--- src/rtl/l3ht_pkg.sv ---
// event select constants, register map and carrier types
// assumes one uncore clock shared with the apb slave
package l3ht_pkg;
  localparam logic [7:0] ADDR_CTRL = 8'h00;
  localparam logic [7:0] ADDR_CNT_LO = 8'h04;
  localparam logic [7:0] ADDR_CNT_HI = 8'h08;
  localparam logic [7:0] ADDR_STATUS = 8'h0c;
  localparam int CTRL_EVT_LSB = 0;
  localparam int CTRL_UMASK_LSB = 8;
  localparam int CTRL_EN_BIT = 16;
  localparam logic [16:0] CTRL_RESET = 17'h00000;
  localparam int STAT_IO_LSB = 0;
  localparam int STAT_REM_LSB = 8;
  localparam int STAT_LOC_LSB = 16;
  localparam int STAT_CAT_LSB = 24;
  localparam logic [7:0] EV_FILL = 8'h0a;
  localparam logic [7:0] EV_VICTIM = 8'h0b;
  localparam logic [7:0] EV_REQ = 8'h20;
  localparam logic [7:0] EV_FULL = 8'h21;
  localparam logic [7:0] EV_BUSY = 8'h22;
  localparam logic [7:0] EV_OCC = 8'h23;
  localparam logic [7:0] EV_CONFLICT = 8'h24;
  localparam logic [7:0] UM_FILL_ANY = 8'h0f;
  localparam logic [7:0] UM_VIC_ANY = 8'h1f;
  localparam int UM_CONF_2WAY_BIT = 1;
  localparam int UM_CONF_3WAY_BIT = 2;
  localparam logic [1:0] DEPTH_ALLOC = 2'h2;
  localparam logic [1:0] DEPTH_MAX = 2'h3;
  localparam int TRK_IO = 0;
  localparam int TRK_REM = 1;
  localparam int TRK_LOC = 2;
  localparam int TRK_N = 3;
  localparam int TRK_CW = 8;
  localparam int INC_W = 10;
  typedef enum logic [2:0] {
    COH_M = 3'h0,
    COH_E = 3'h1,
    COH_S = 3'h2,
    COH_I = 3'h3,
    COH_F = 3'h4
  } l3ht_coh_t;
  typedef struct packed {
    logic valid;
    l3ht_coh_t state;
  } l3ht_fill_t;
  typedef struct packed {
    logic valid;
    l3ht_coh_t state;
    logic home_remote;
  } l3ht_victim_t;
  typedef struct packed {
    logic rd_req;
    logic wr_req;
    logic [TRK_CW-1:0] valid_cnt;
    logic [TRK_CW-1:0] rd_cnt;
  } l3ht_trk_t;
endpackage

--- src/rtl/l3ht_event_select.sv ---
// event select, conflict table and event counter behind an apb slave
// assumes event inputs are single-cycle pulses from same-clock logic
//
// Operation
// fill 0x0a umask 0x08 counts F fills
// fill 0x0a umask 0x0f counts all fills
// victim 0x0b umask bits pick states
// modified victim written back to home
// victim 0x0b umask 0x1f counts all
// request 0x20 io hub reads, writes
// request 0x20 remote reads, writes
// request 0x20 local reads, writes
// 0x21 counts cycles tracker fully occupied
// 0x22 counts cycles tracker not empty
// 0x23 accumulates tracker read occupancy
// 0x24 counts entries by conflict depth
// conflict depth reported at deallocation only
// conflict table holds pointers, not requests
// match 8-bit event, union of umask bits
// occupancy adds tracker read count per cycle
`timescale 1ns/10ps
`default_nettype none
module l3ht_event_select #(
  parameter int CNT_W = 48,
  parameter int CAT_N = 8,
  parameter logic [7:0] DEPTH_IO = 8'h20,
  parameter logic [7:0] DEPTH_REM = 8'h20,
  parameter logic [7:0] DEPTH_LOC = 8'h20
) (
  input wire logic clk,
  input wire logic reset,
  input wire logic psel,
  input wire logic penable,
  input wire logic pwrite,
  input wire logic [7:0] paddr,
  input wire logic [31:0] pwdata,
  output logic [31:0] prdata,
  output logic pready,
  output logic pslverr,
  input wire l3ht_pkg::l3ht_fill_t fill_ev,
  input wire l3ht_pkg::l3ht_victim_t victim_ev,
  input wire l3ht_pkg::l3ht_trk_t [2:0] trk,
  input wire logic cat_alloc,
  input wire logic [$clog2(CAT_N)-1:0] cat_alloc_idx,
  input wire logic [7:0] cat_alloc_ptr,
  input wire logic cat_conflict,
  input wire logic [$clog2(CAT_N)-1:0] cat_conflict_idx,
  input wire logic cat_dealloc,
  input wire logic [$clog2(CAT_N)-1:0] cat_dealloc_idx,
  output logic wb_req,
  output logic wb_remote
);
  import l3ht_pkg::*;
  localparam int CIW = $clog2(CAT_N);

  // refuse widths the read path and table count cannot serve
  if (CNT_W < 33 || CNT_W > 64 ||
      CAT_N < 2 || CAT_N > 255) begin : g_bad_param
    $error("l3ht_event_select: unsupported parameters");
  end

  // apb slave
  logic [16:0] ctrl_reg;
  logic [CNT_W-1:0] cnt_reg;
  logic [CNT_W-1:0] cnt_next;
  logic pready_reg;
  logic pslverr_reg;
  logic [31:0] prdata_reg;
  logic wb_req_reg;
  logic wb_remote_reg;
  logic [CAT_N-1:0] cat_valid_reg;
  logic [1:0] cat_depth_reg [CAT_N];
  logic [7:0] cat_ptr_reg [CAT_N];

  wire logic [7:0] evt = ctrl_reg[CTRL_EVT_LSB +: 8];
  wire logic [7:0] umask = ctrl_reg[CTRL_UMASK_LSB +: 8];
  wire logic enable = ctrl_reg[CTRL_EN_BIT];
  wire logic acc_first = psel && penable && !pready_reg;
  wire logic acc_done = psel && penable && pready_reg;
  wire logic wr_done = acc_done && pwrite;
  wire logic hit_ctrl = paddr == ADDR_CTRL;
  wire logic hit_lo = paddr == ADDR_CNT_LO;
  wire logic hit_hi = paddr == ADDR_CNT_HI;
  wire logic hit_stat = paddr == ADDR_STATUS;
  wire logic addr_ok = hit_ctrl || hit_lo || hit_hi || hit_stat;
  wire logic ctrl_wr = wr_done && hit_ctrl;
  wire logic cnt_clr = wr_done && hit_lo;
  wire logic [63:0] cnt_wide = 64'(cnt_reg);
  wire logic [7:0] cat_used = 8'($countones(cat_valid_reg));
  wire logic [31:0] stat_word = {cat_used,
    trk[TRK_LOC].valid_cnt, trk[TRK_REM].valid_cnt,
    trk[TRK_IO].valid_cnt};
  wire logic [31:0] rd_mux =
    hit_ctrl ? {15'h0000, ctrl_reg} :
    hit_lo ? cnt_wide[31:0] :
    hit_hi ? cnt_wide[63:32] :
    hit_stat ? stat_word : 32'h00000000;

  always_ff @(posedge clk or posedge reset) begin
    if (reset) begin
      pready_reg <= 1'b0;
      pslverr_reg <= 1'b0;
      prdata_reg <= 32'h00000000;
    end else begin
      pready_reg <= acc_first;
      pslverr_reg <= acc_first && !addr_ok;
      prdata_reg <= acc_first && !pwrite ? rd_mux : 32'h00000000;
    end
  end

  always_ff @(posedge clk or posedge reset) begin
    if (reset) begin
      ctrl_reg <= CTRL_RESET;
    end else if (ctrl_wr) begin
      ctrl_reg <= pwdata[16:0];
    end
  end

  // fill and victim matching
  function automatic logic [7:0] fill_bit(l3ht_coh_t s);
    case (s)
      COH_M: fill_bit = 8'h01;
      COH_E: fill_bit = 8'h02;
      COH_S: fill_bit = 8'h04;
      COH_F: fill_bit = 8'h08;
      default: fill_bit = 8'h00;
    endcase
  endfunction

  wire logic [7:0] vic_bit = 8'h01 << victim_ev.state;
  wire logic fill_any = umask == UM_FILL_ANY;
  wire logic fill_hit = fill_ev.valid &&
    (fill_any || (umask & fill_bit(fill_ev.state)) != 8'h00);
  wire logic vic_any = umask == UM_VIC_ANY;
  wire logic vic_hit = victim_ev.valid &&
    (vic_any || (umask & vic_bit) != 8'h00);

  // per-tracker terms, io hub, remote, local
  logic [5:0] req_hit;
  logic [2:0] full_hit;
  logic [2:0] busy_hit;
  logic [TRK_CW-1:0] occ_term [TRK_N];
  for (genvar t = 0; t < TRK_N; t++) begin : g_trk
    wire logic [7:0] depth = t == TRK_IO ? DEPTH_IO :
      t == TRK_REM ? DEPTH_REM : DEPTH_LOC;
    assign req_hit[2*t] = umask[2*t] && trk[t].rd_req;
    assign req_hit[2*t+1] = umask[2*t+1] && trk[t].wr_req;
    assign full_hit[t] = umask[t] && trk[t].valid_cnt == depth;
    assign busy_hit[t] = umask[t] && trk[t].valid_cnt != 8'h00;
    assign occ_term[t] = umask[t] ? trk[t].rd_cnt : 8'h00;
  end

  wire logic [INC_W-1:0] req_inc = INC_W'($countones(req_hit));
  wire logic [INC_W-1:0] occ_inc = INC_W'(occ_term[0]) +
    INC_W'(occ_term[1]) + INC_W'(occ_term[2]);

  // conflict table: depth and tracker pointer only
  wire logic dealloc_live = cat_dealloc && cat_valid_reg[cat_dealloc_idx];
  wire logic [1:0] dealloc_depth = cat_depth_reg[cat_dealloc_idx];
  wire logic conf_hit = dealloc_live && (
    (umask[UM_CONF_2WAY_BIT] && dealloc_depth <= DEPTH_ALLOC) ||
    (umask[UM_CONF_3WAY_BIT] && dealloc_depth == DEPTH_MAX));

  for (genvar e = 0; e < CAT_N; e++) begin : g_cat
    wire logic alloc_e = cat_alloc && cat_alloc_idx == CIW'(e);
    wire logic conf_e = cat_conflict && cat_conflict_idx == CIW'(e);
    wire logic free_e = cat_dealloc && cat_dealloc_idx == CIW'(e);
    always_ff @(posedge clk or posedge reset) begin
      if (reset) begin
        cat_valid_reg[e] <= 1'b0;
        cat_depth_reg[e] <= 2'h0;
        cat_ptr_reg[e] <= 8'h00;
      end else if (alloc_e) begin
        cat_valid_reg[e] <= 1'b1;
        cat_depth_reg[e] <= DEPTH_ALLOC;
        cat_ptr_reg[e] <= cat_alloc_ptr;
      end else if (free_e) begin
        cat_valid_reg[e] <= 1'b0;
      end else if (conf_e && cat_valid_reg[e] &&
                   cat_depth_reg[e] != DEPTH_MAX) begin
        cat_depth_reg[e] <= cat_depth_reg[e] + 2'h1;
      end
    end
  end

  // event select and counter
  logic [INC_W-1:0] inc;
  always_comb begin
    case (evt)
      EV_FILL: inc = INC_W'(fill_hit);
      EV_VICTIM: inc = INC_W'(vic_hit);
      EV_REQ: inc = req_inc;
      EV_FULL: inc = INC_W'(|full_hit);
      EV_BUSY: inc = INC_W'(|busy_hit);
      EV_OCC: inc = occ_inc;
      EV_CONFLICT: inc = INC_W'(conf_hit);
      default: inc = '0;
    endcase
  end

  assign cnt_next = cnt_clr ? '0 :
    enable ? cnt_reg + CNT_W'(inc) : cnt_reg;

  always_ff @(posedge clk or posedge reset) begin
    if (reset) begin
      cnt_reg <= '0;
    end else begin
      cnt_reg <= cnt_next;
    end
  end

  // modified victims go back to their home agent
  always_ff @(posedge clk or posedge reset) begin
    if (reset) begin
      wb_req_reg <= 1'b0;
      wb_remote_reg <= 1'b0;
    end else begin
      wb_req_reg <= victim_ev.valid && victim_ev.state == COH_M;
      wb_remote_reg <= victim_ev.home_remote;
    end
  end

  assign prdata = prdata_reg;
  assign pready = pready_reg;
  assign pslverr = pslverr_reg;
  assign wb_req = wb_req_reg;
  assign wb_remote = wb_remote_reg;

  wire logic live = enable && !cnt_clr;
  wire logic [CNT_W-1:0] req_n = CNT_W'($countones(umask[5:0] &
    {trk[2].wr_req, trk[2].rd_req, trk[1].wr_req, trk[1].rd_req,
     trk[0].wr_req, trk[0].rd_req}));
  wire logic [2:0] full_n = umask[2:0] & {trk[2].valid_cnt == DEPTH_LOC,
    trk[1].valid_cnt == DEPTH_REM, trk[0].valid_cnt == DEPTH_IO};
  wire logic [2:0] busy_n = umask[2:0] & {trk[2].valid_cnt != 8'h00,
    trk[1].valid_cnt != 8'h00, trk[0].valid_cnt != 8'h00};
  wire logic [CNT_W-1:0] occ_n =
    (umask[0] ? CNT_W'(trk[0].rd_cnt) : CNT_W'(0)) +
    (umask[1] ? CNT_W'(trk[1].rd_cnt) : CNT_W'(0)) +
    (umask[2] ? CNT_W'(trk[2].rd_cnt) : CNT_W'(0));
endmodule // l3ht_event_select
`default_nettype wire

--- config.mk ---
export PLATFORM = sky130hd
export DESIGN_NAME = l3ht_event_select
export DESIGN_NICKNAME = d
export VERILOG_FILES = /design/src/rtl/l3ht_pkg.sv /design/src/rtl/l3ht_event_select.sv
export SDC_FILE = /design/constraint.sdc
export NUM_CORES = 1
export LEC_CHECK = 0
export ABC_AREA = 1
export BUFFER_PORTS_ARGS = -buffer_cell sky130_fd_sc_hd__buf_2
export CAP_MARGIN = 20
export CORE_MARGIN = 4
export CORE_UTILIZATION = 35
export CTS_BUF_LIST = sky130_fd_sc_hd__clkbuf_8 sky130_fd_sc_hd__clkbuf_16
export CTS_CLUSTER_SIZE = 24
export DETAILED_ROUTE_END_ITERATION = 7
export SKIP_CTS_REPAIR_TIMING = 1
export SYNTH_ARGS = -nofsm -noshare
export SYNTH_HDL_FRONTEND = slang
export SYNTH_SLANG_ARGS = --single-unit
--- constraint.sdc ---
create_clock -name clk -period 4.7 [get_ports clk]
set_input_delay 0.94 -clock clk [delete_from_list [all_inputs] [get_ports clk]]
set_output_delay 0.94 -clock clk [all_outputs]
set_load 0.005 [all_outputs]
==> flow_summary.yaml, run 1 <==
run_status:
  status: "complete, no violations"
yosys:
  ys_seq_elements: 125
  yosysSeqAreaShare_pct: 34.6
  syn_area_mm2: 0.00905
  synth_area_leaders: "dfrtp_1 35%, nand2_1 16%, inv_1 9.0%"
  syn_area_per_cell_um2: 6.75
  synth-warning-count: 0
  yosysUniqueCellTypes: 46
  synth_flop_cell: "dfrtp_1"
  synth_edf_count: 0
  yosys-top-cells-count: "380 x nand2_1, 216 x inv_1, 167 x nor2_1, 125 x dfrtp_1, 88 x nand3_1"
  yosys.cell_count.top_type: "nand2_1"
  yosysTopAreaCell: "dfrtp_1"
  synth_top_area_share_pct: 34.6
  synth_nets: 1515
  ys_async_sr_fraction_pct: 100
  syn_inst: 1341
routing:
  drc: 0
  via_count: 9310
  dr.pass1.iters: 7
  wl_per_cell_um: 16.5
  ant_nets: 0
  drt_wl_total_um: 30500
  avgViaCountPerCell: 5.05
  drtIter0Drc: 821
layout:
  area_delta_synth_final_pct: 19.7
  diodes: 0
  nets: 1675
  largest_reg_flops: 48
  final_cell_area_mm2: 0.0108
  drive_gt1_share_pct: 15.3
  fin_util_pct: 42.8
hold_path:
  hold_depth: 1
  hold_path.class: "reg2reg"
worst_setup_path:
  arrival_ns: 4.68
  worstPathRequired_ns: 5.02
  critical_path.startpoint_type: "input pin"
  endpoint_kind: "flop"
  ff2ff_path_depth: 26
  worstPathMaxFanout: 6
  crit_type: "in2reg"
floorplanning:
  die_w_um: 169
  die_h_um: 169
  boundaryPins: 164
  start_util_pct: 35.7
  rows: 58
  die_area_mm2: 0.0285
  core_area_mm2: 0.0253
place:
  placed_area_mm2: 0.0102
  port_buffers: 140
  routabilityCongestion: 0.946
  place_hpwl_um: 23800
timing:
  tightest_slew_ns: 0.854
  slew_headroom_pct: 43.0
  setup_tns_ns: 0
  drv_slew: 0
  min_period_ns: 4.36
  rsz0062_at_grt: "no"
  hold_ws_ns: 0.510
  clock_skew_ns: 0.0154
  timing.final.crit_share_pct: 92.8
  hold_violations: 0
  setup_viol: 0
  max_freq_mhz: 229
grt:
  grt_pass1_wl_um: 48100
  antenna_found_initial: 0
  grt_pass1_vias: 9077
  grt_usage_pct: 21.5
  grt_max_degree: 64
  grt.overflow.total: 0
pwr:
  power_density_mw_per_mm2: 284
  vdd_drop_max_mv: 0.248
  leakagePower_uw: 0.00579
clock_network:
  cts_tree: "done"
  clock_latency_ns: 0.44
  cts_root_buffer: "clkbuf_16"
  cts_made_buffers: 17
  clock_sinks: 125
  clk_pin_slew_worst_paths_ns: 0.06
  clockBufferDepth: 2
  htreeDepth: 4
job:
  max_cap_violations: 0
==> metrics by stage <==
stage	setup WS, ns	std cells	total power, µW
floorplan	0.339	1341	1570
global placement	-0.0826	1812	1730
detailed placement	-0.105	1812	1750
CTS	0.239	1844	3090
global route	0.0155	1844	3250
finish	0.339	1844	3070
==> critical path: stages <==
cell and delay (ns):
buf_2 0.09, nand2_1 0.05, inv_1 0.06, fa_1 0.55, ha_1 0.17, inv_1 0.05, fa_1 0.38, inv_1 0.06
nand3_1 0.08, nand2_1 0.08, nand2_1 0.06, nand2_1 0.07, a21oi_1 0.07, or2_2 0.28, nand2_1 0.06, a21oi_1 0.06
ha_1 0.35, nand2_1 0.13, nor2_1 0.21, nand2_1 0.10, inv_1 0.06, nand2_1 0.05, nand2_1 0.19, nand3_1 0.18
o21ai_0 0.21, nor2_1 0.06
==> kinds of logic (layout without fill, tap and decap cells) <==
logic type	after synthesis	after routing	share of synthesized area, %
and+or+nand+nor	735	735	34.6
buffers and inverters	250	423	11.0
AOI/OAI and AO/OA	165	165	9.82
DFF	125	125	34.6
adders and majority gates	46	46	7.77
xor gates and xnor gates	16	16	1.55
muxes	4	4	0.622
==> placed cells by master, fill, tap and decap left out, drive strengths merged, types with 4 or more instances in the layout <==
| master | instances |
|---|---|
| a21oi | 73 |
| a31oi | 11 |
| buf | 168 |
| clkbuf | 17 |
| clkinv | 8 |
| dfrtp | 125 |
| fa | 17 |
| ha | 29 |
| inv | 225 |
| mux2 | 4 |
| nand2 | 386 |
| nand3 | 92 |
| nand3b | 6 |
| nand4 | 42 |
| nor2 | 172 |
| nor3 | 26 |
| o21ai | 59 |
| o22ai | 10 |
| xor2 | 15 |
==> layer usage <==
layer  up-vias  routed length [µm]  GRT usage [%]
li1       4595                   -              -
met1      4304               13400           29.3
met2       361               14100           35.5
met3        50                2270           3.88
met4         0                 698           5.75
met5         -                   0              0
==> final cells by class <==
| class | count | area [µm²] |
|---|---|---|
| clock buffers | 17 | 425 |
| clock inverters | 15 | 163 |
| fillers | 2674 | 14500 |
| inverters | 223 | 845 |
| multi-input cells | 966 | 4930 |
| flip-flops and latches | 125 | 3130 |
| well taps | 330 | 413 |
| repair buffers | 168 | 923 |
==> worst paths after layout <==
check	from	end	slack [ns]
setup reg to reg	ctrl_reg[9]	cnt_reg[47]	0.37
min in group asynchronous	reset	cat_depth_reg[15]	0.67
max in group asynchronous	reset	cnt_reg[39]	3.06
setup / recovery	trk[37]	cnt_reg[47]	0.34
hold reg to reg	pready	pready	0.51
hold / removal	pready	pready	0.51
==> report_power, final <==
group          switching [µW]  total (µW)  internal (µW)
Sequential               62.2        1210           1140
Clock                     552        1340            788
Combinational             300         524            224
Power figures use the tool's default switching activity.
==> run 2: changes to the inputs <==
- MAX_ROUTING_LAYER: not set -> met4
==> run 2 against run 1 <==
Register-to-register slack is essentially flat. Critical path depth shrank 7. Fmax grew 0.10%. Critical endpoint is now cnt_reg[34]. Total power grew 1.5%. Core utilization is essentially flat. Cell count is essentially flat. Largest cell class unchanged. Clock skew shrank 0.0062 ns. Clock-buffer cell count is the same. Critical path type unchanged. Sequential share of layout area is essentially flat.
==> flow_summary.yaml, run 2 (synthesis results as in run 1) <==
run_status:
  status: "complete, no violations"
layout:
  final_common_cell: "nand2_1"
  nets: 1674
  diodes: 0
  final_cell_mix: "380 x nand2_1, 215 x inv_1, 167 x nor2_1"
  nFillCells: 2642
  largest_reg_flops: 48
  multi_input_area_mm2: 0.00492
  drive_gt1_share_pct: 15.2
  area_delta_synth_final_pct: 19.8
  seq_area_mm2: 0.00313
clock_network:
  cts_made_buffers: 17
  clock_latency_ns: 0.43
  clock_sinks: 125
  htreeDepth: 4
  cts_tree: "done"
  clk_pin_slew_worst_paths_ns: 0.06
  cts_root_buffer: "clkbuf_16"
  clockBufferDepth: 2
timing:
  max_freq_mhz: 230
  min_period_ns: 4.36
  setup_viol: 0
  setup_slack_ns: 0.344
  timing.final.crit_share_pct: 92.7
  drv_slew: 0
  hold_ws_ns: 0.506
  hold_violations: 0
  clock_skew_ns: 0.00926
  rsz0062_at_grt: "no"
  slew_headroom_pct: 45.3
  tightest_slew_ns: 0.819
routing:
  wl_per_cell_um: 16.7
  drc: 0
  drt_wl_total_um: 30700
  via_count: 9401
  ant_nets: 0
  dr.pass1.iters: 5
  drtIter0Drc: 812
  avgViaCountPerCell: 5.10
floorplanning:
  boundaryPins: 164
  die_h_um: 169
  die_area_mm2: 0.0285
  die_w_um: 169
  start_util_pct: 35.7
  core_area_mm2: 0.0253
  rows: 58
grt:
  grt.overflow.total: 0
  grt_pass1_wl_um: 48900
  antenna_found_initial: 0
  grt_max_degree: 46
  grt_pass1_vias: 9133
  grt_usage_pct: 22.3
pwr:
  power_density_mw_per_mm2: 288
  vdd_drop_max_mv: 0.249
  swShare_pct: 29.1
  power_uw: 3120
  leakagePower_uw: 0.00580
  pwr-share-clk_pct: 44.4
  power.switching_uw: 907
  p_seq_share_pct: 38.7
  internal-power_uw: 2210
  p_comb_share_pct: 16.9
place:
  port_buffers: 140
  dpl_worst_slack_ns: -0.0825
  routabilityCongestion: 0.994
  place_hpwl_um: 23900
worst_setup_path:
  endpoint_kind: "flop"
  crit_type: "in2reg"
  arrival_ns: 4.67
  critical_path.startpoint_type: "input pin"
  r2r_slack_ns: 0.38
  worstPathMaxFanout: 9
  worstPathRequired_ns: 5.01
hold_path:
  hold_path.class: "reg2reg"
job:
  max_cap_violations: 0
==> run 2: cell type report <==
| class | instances | area share (%) |
|---|---|---|
| inverter | 223 | 7.79 |
| sequential | 125 | 28.9 |
| tap | 330 | 3.81 |
| clock inverter | 15 | 1.73 |
| multi-input combinational | 966 | 45.4 |
| clock buffer | 17 | 3.93 |
| timing repair buffer | 167 | 8.45 |
==> run 2: worst paths after layout <==
path | from | endpoint | depth (start not counted)
setup / recovery | trk[17] | cnt_reg[34] | 19
hold / removal | pready | pready | 1
setup reg to reg | ctrl_reg[8] | cnt_reg[34] | 18
hold reg to reg | pready | pready | 1
max in group asynchronous | reset | ctrl_reg[8] | 3
min in group asynchronous | reset | cat_depth_reg[15] | 2
==> run 2: per-stage QoR <==
step	std cells	area [µm²]	setup TNS, ns	util, %
4_1_cts	1843	10800	0	42.8
6_report	1843	10800	0	42.8
3_3_place_gp	1811	10200	-0.153	40.4
5_1_grt	1843	10800	0	42.8
2_1_floorplan	1341	9050	0	-
3_5_place_dp	1811	10200	-0.346	40.4
==> run 2: power by group through the flow <==
stage	Clock (µW)	Combinational, µW	Sequential (µW)
finish	1380	526	1210
global route	1450	635	1220
CTS	1400	528	1210
detailed placement	0	519	1230
global placement	0	505	1220
floorplan	0	367	1210
==> run 2: metal layers <==
metal	part of all wire, %	track usage [%]	vias to the layer above
li1	-	-	4586
met5	0	-	-
met1	45	30.0	4418
met3	6.9	3.46	43
met2	46	35.5	354
met4	1.9	5.33	0
==> run 2: worst max-delay path, stage by stage <==
cell and delay [ns]:
buf_2 0.08, nand2_1 0.07, fa_1 0.53, fa_1 0.55, inv_1 0.04, ha_1 0.19
fa_1 0.49, nand2_1 0.06, o21ai_0 0.14, inv_1 0.11, fa_1 0.43, inv_1 0.10
nand4_1 0.10, nand2_1 0.13, nand2_1 0.08, nand2_2 0.20, nand3_1 0.17, o21ai_0 0.19
nor2_1 0.05
==> run 3: changes to the inputs <==
- RECOVER_POWER: not set -> 25
==> run 3 against run 2 <==
Total power is essentially flat. Cell count unchanged. Sequential cell count stayed put. Non-clock buffer count did not move. Fmax fell by 0.13%. Wire length fell by 0.20%. The run now ends with capacitance limit, slew limit left. Clock power hardly changed. Critical path depth stayed put. Critical endpoint unchanged. Combinational power about the same. Clock skew about the same.
==> flow_summary.yaml, run 3 (synthesis results as in run 1) <==
timing:
  setup_viol: 0
  hold_ws_ns: 0.505
  min_period_ns: 4.36
  clock_skew_ns: 0.00906
  hold_violations: 0
  setup_slack_ns: 0.338
  drv_slew: 46
  max_freq_mhz: 229
  rsz0062_at_grt: "no"
  timing.final.crit_share_pct: 92.8
  slew_headroom_pct: -40.3
  tightest_slew_ns: 2.09
worst_setup_path:
  worstPathMaxFanout: 9
  worstPathRequired_ns: 5.01
  crit_type: "in2reg"
  critical_path.startpoint_type: "input pin"
  endpoint_kind: "flop"
  arrival_ns: 4.67
layout:
  stdcell_count: 1843
  drive_gt1_share_pct: 14.9
  final_cell_mix: "380 x nand2_1, 215 x inv_1, 167 x nor2_1"
  fin_util_pct: 42.8
  nets: 1674
  diodes: 0
  largest_reg_flops: 48
  area_delta_synth_final_pct: 19.7
  final_common_cell: "nand2_1"
place:
  dpl_worst_slack_ns: -0.0825
  port_buffers: 140
  routabilityCongestion: 0.994
  dp.cells: 1811
  place_hpwl_um: 23900
floorplanning:
  die_h_um: 169
  boundaryPins: 164
  die_area_mm2: 0.0285
  rows: 58
  start_util_pct: 35.7
  die_w_um: 169
  core_area_mm2: 0.0253
run_status:
  violations: "capacitance limit, slew limit"
  status: "finished, violations left"
grt:
  grt_usage_pct: 22.3
  grt_pass1_wl_um: 48900
  grt_pass1_vias: 9133
  grt.overflow.total: 0
  antenna_found_initial: 0
  grt_max_degree: 46
clock_network:
  cts_made_buffers: 17
  clock_sinks: 125
  clockBufferDepth: 2
  clock_latency_ns: 0.43
  clk_pin_slew_worst_paths_ns: 0.06
  cts_root_buffer: "clkbuf_16"
  cts_tree: "done"
  htreeDepth: 4
routing:
  drt_wl_total_um: 30700
  drc: 0
  avgViaCountPerCell: 5.11
  via_count: 9410
  drtIter0Drc: 772
  ant_nets: 0
  dr.pass1.iters: 5
  wl_per_cell_um: 16.6
pwr:
  pwr-share-clk_pct: 44.4
  swShare_pct: 29.1
  p_seq_share_pct: 38.8
  power.switching_uw: 905
  vdd_drop_max_mv: 0.249
  power_density_mw_per_mm2: 288
  internal-power_uw: 2210
  p_comb_share_pct: 16.8
  leakagePower_uw: 0.00578
hold_path:
  hold_path.class: "reg2reg"
job:
  max_cap_violations: 1
==> run 3: changes by cell type in the layout (fill, tap and decap cells not counted) <==
cell,delta
clkbuf_2,+1
buf_4,-1
buf_2,-5
clkbuf_1,+5
inv_4,-1
clkinvlp_2,+1
==> run 3: cell type report <==
cell class	instances	area, µm²
repair buffers	167	907
clock inverters	15	188
fillers	2648	14500
flip-flops and latches	125	3130
clock buffers	17	425
well taps	330	413
inverters	223	843
multi-input cells	966	4920
==> run 3: power by group through the flow <==
| stage | Sequential [µW] | Clock, µW | Combinational (µW) |
|---|---|---|---|
| 2_1_floorplan | 1210 | 0 | 367 |
| 3_3_place_gp | 1220 | 0 | 505 |
| 3_5_place_dp | 1230 | 0 | 519 |
| 4_1_cts | 1210 | 1400 | 528 |
| 5_1_grt | 1220 | 1450 | 634 |
| 6_report | 1210 | 1380 | 525 |
==> run 3: worst paths after layout <==
kind / depth (start not counted) / slack (ns) / to / startpoint
worst min-delay path: 1 / 0.51 / pready / pready
worst max-delay path: 19 / 0.34 / cnt_reg[34] / trk[17]
worst max register to register: 18 / 0.38 / cnt_reg[34] / ctrl_reg[8]
worst min register to register: 1 / 0.51 / pready / pready
min in group asynchronous: 2 / 1.06 / cat_depth_reg[15] / reset
max in group asynchronous: 3 / 1.87 / cnt_reg[11] / reset
==> run 3: worst max-delay path: stages <==
cell     delay, ns
buf_2         0.08
nand2_1       0.07
fa_1          0.53
fa_1          0.55
inv_1         0.04
ha_1          0.19
fa_1          0.49
nand2_1       0.06
o21ai_0       0.14
inv_1         0.11
fa_1          0.43
inv_1         0.10
nand4_1       0.10
nand2_1       0.14
nand2_1       0.09
nand2_2       0.21
nand3_1       0.18
o21ai_0       0.19
nor2_1        0.05
==> run 3: per-layer routing <==
| metal | track usage, % | wire [µm] | share of wire (%) |
|---|---|---|---|
| met5 | - | 0 | 0 |
| met2 | 35.5 | 14000 | 46 |
| met4 | 5.33 | 674 | 2.2 |
| met1 | 30.0 | 13700 | 45 |
| met3 | 3.46 | 2220 | 7.2 |
==> run 3: metrics by stage <==
step           TNS, ns  cell area [µm²]  total power [µW]
6_report             0            10800              3120
5_1_grt              0            10800              3300
4_1_cts              0            10800              3140
3_5_place_dp    -0.346            10200              1740
3_3_place_gp    -0.153            10200              1730
2_1_floorplan        0             9050              1570
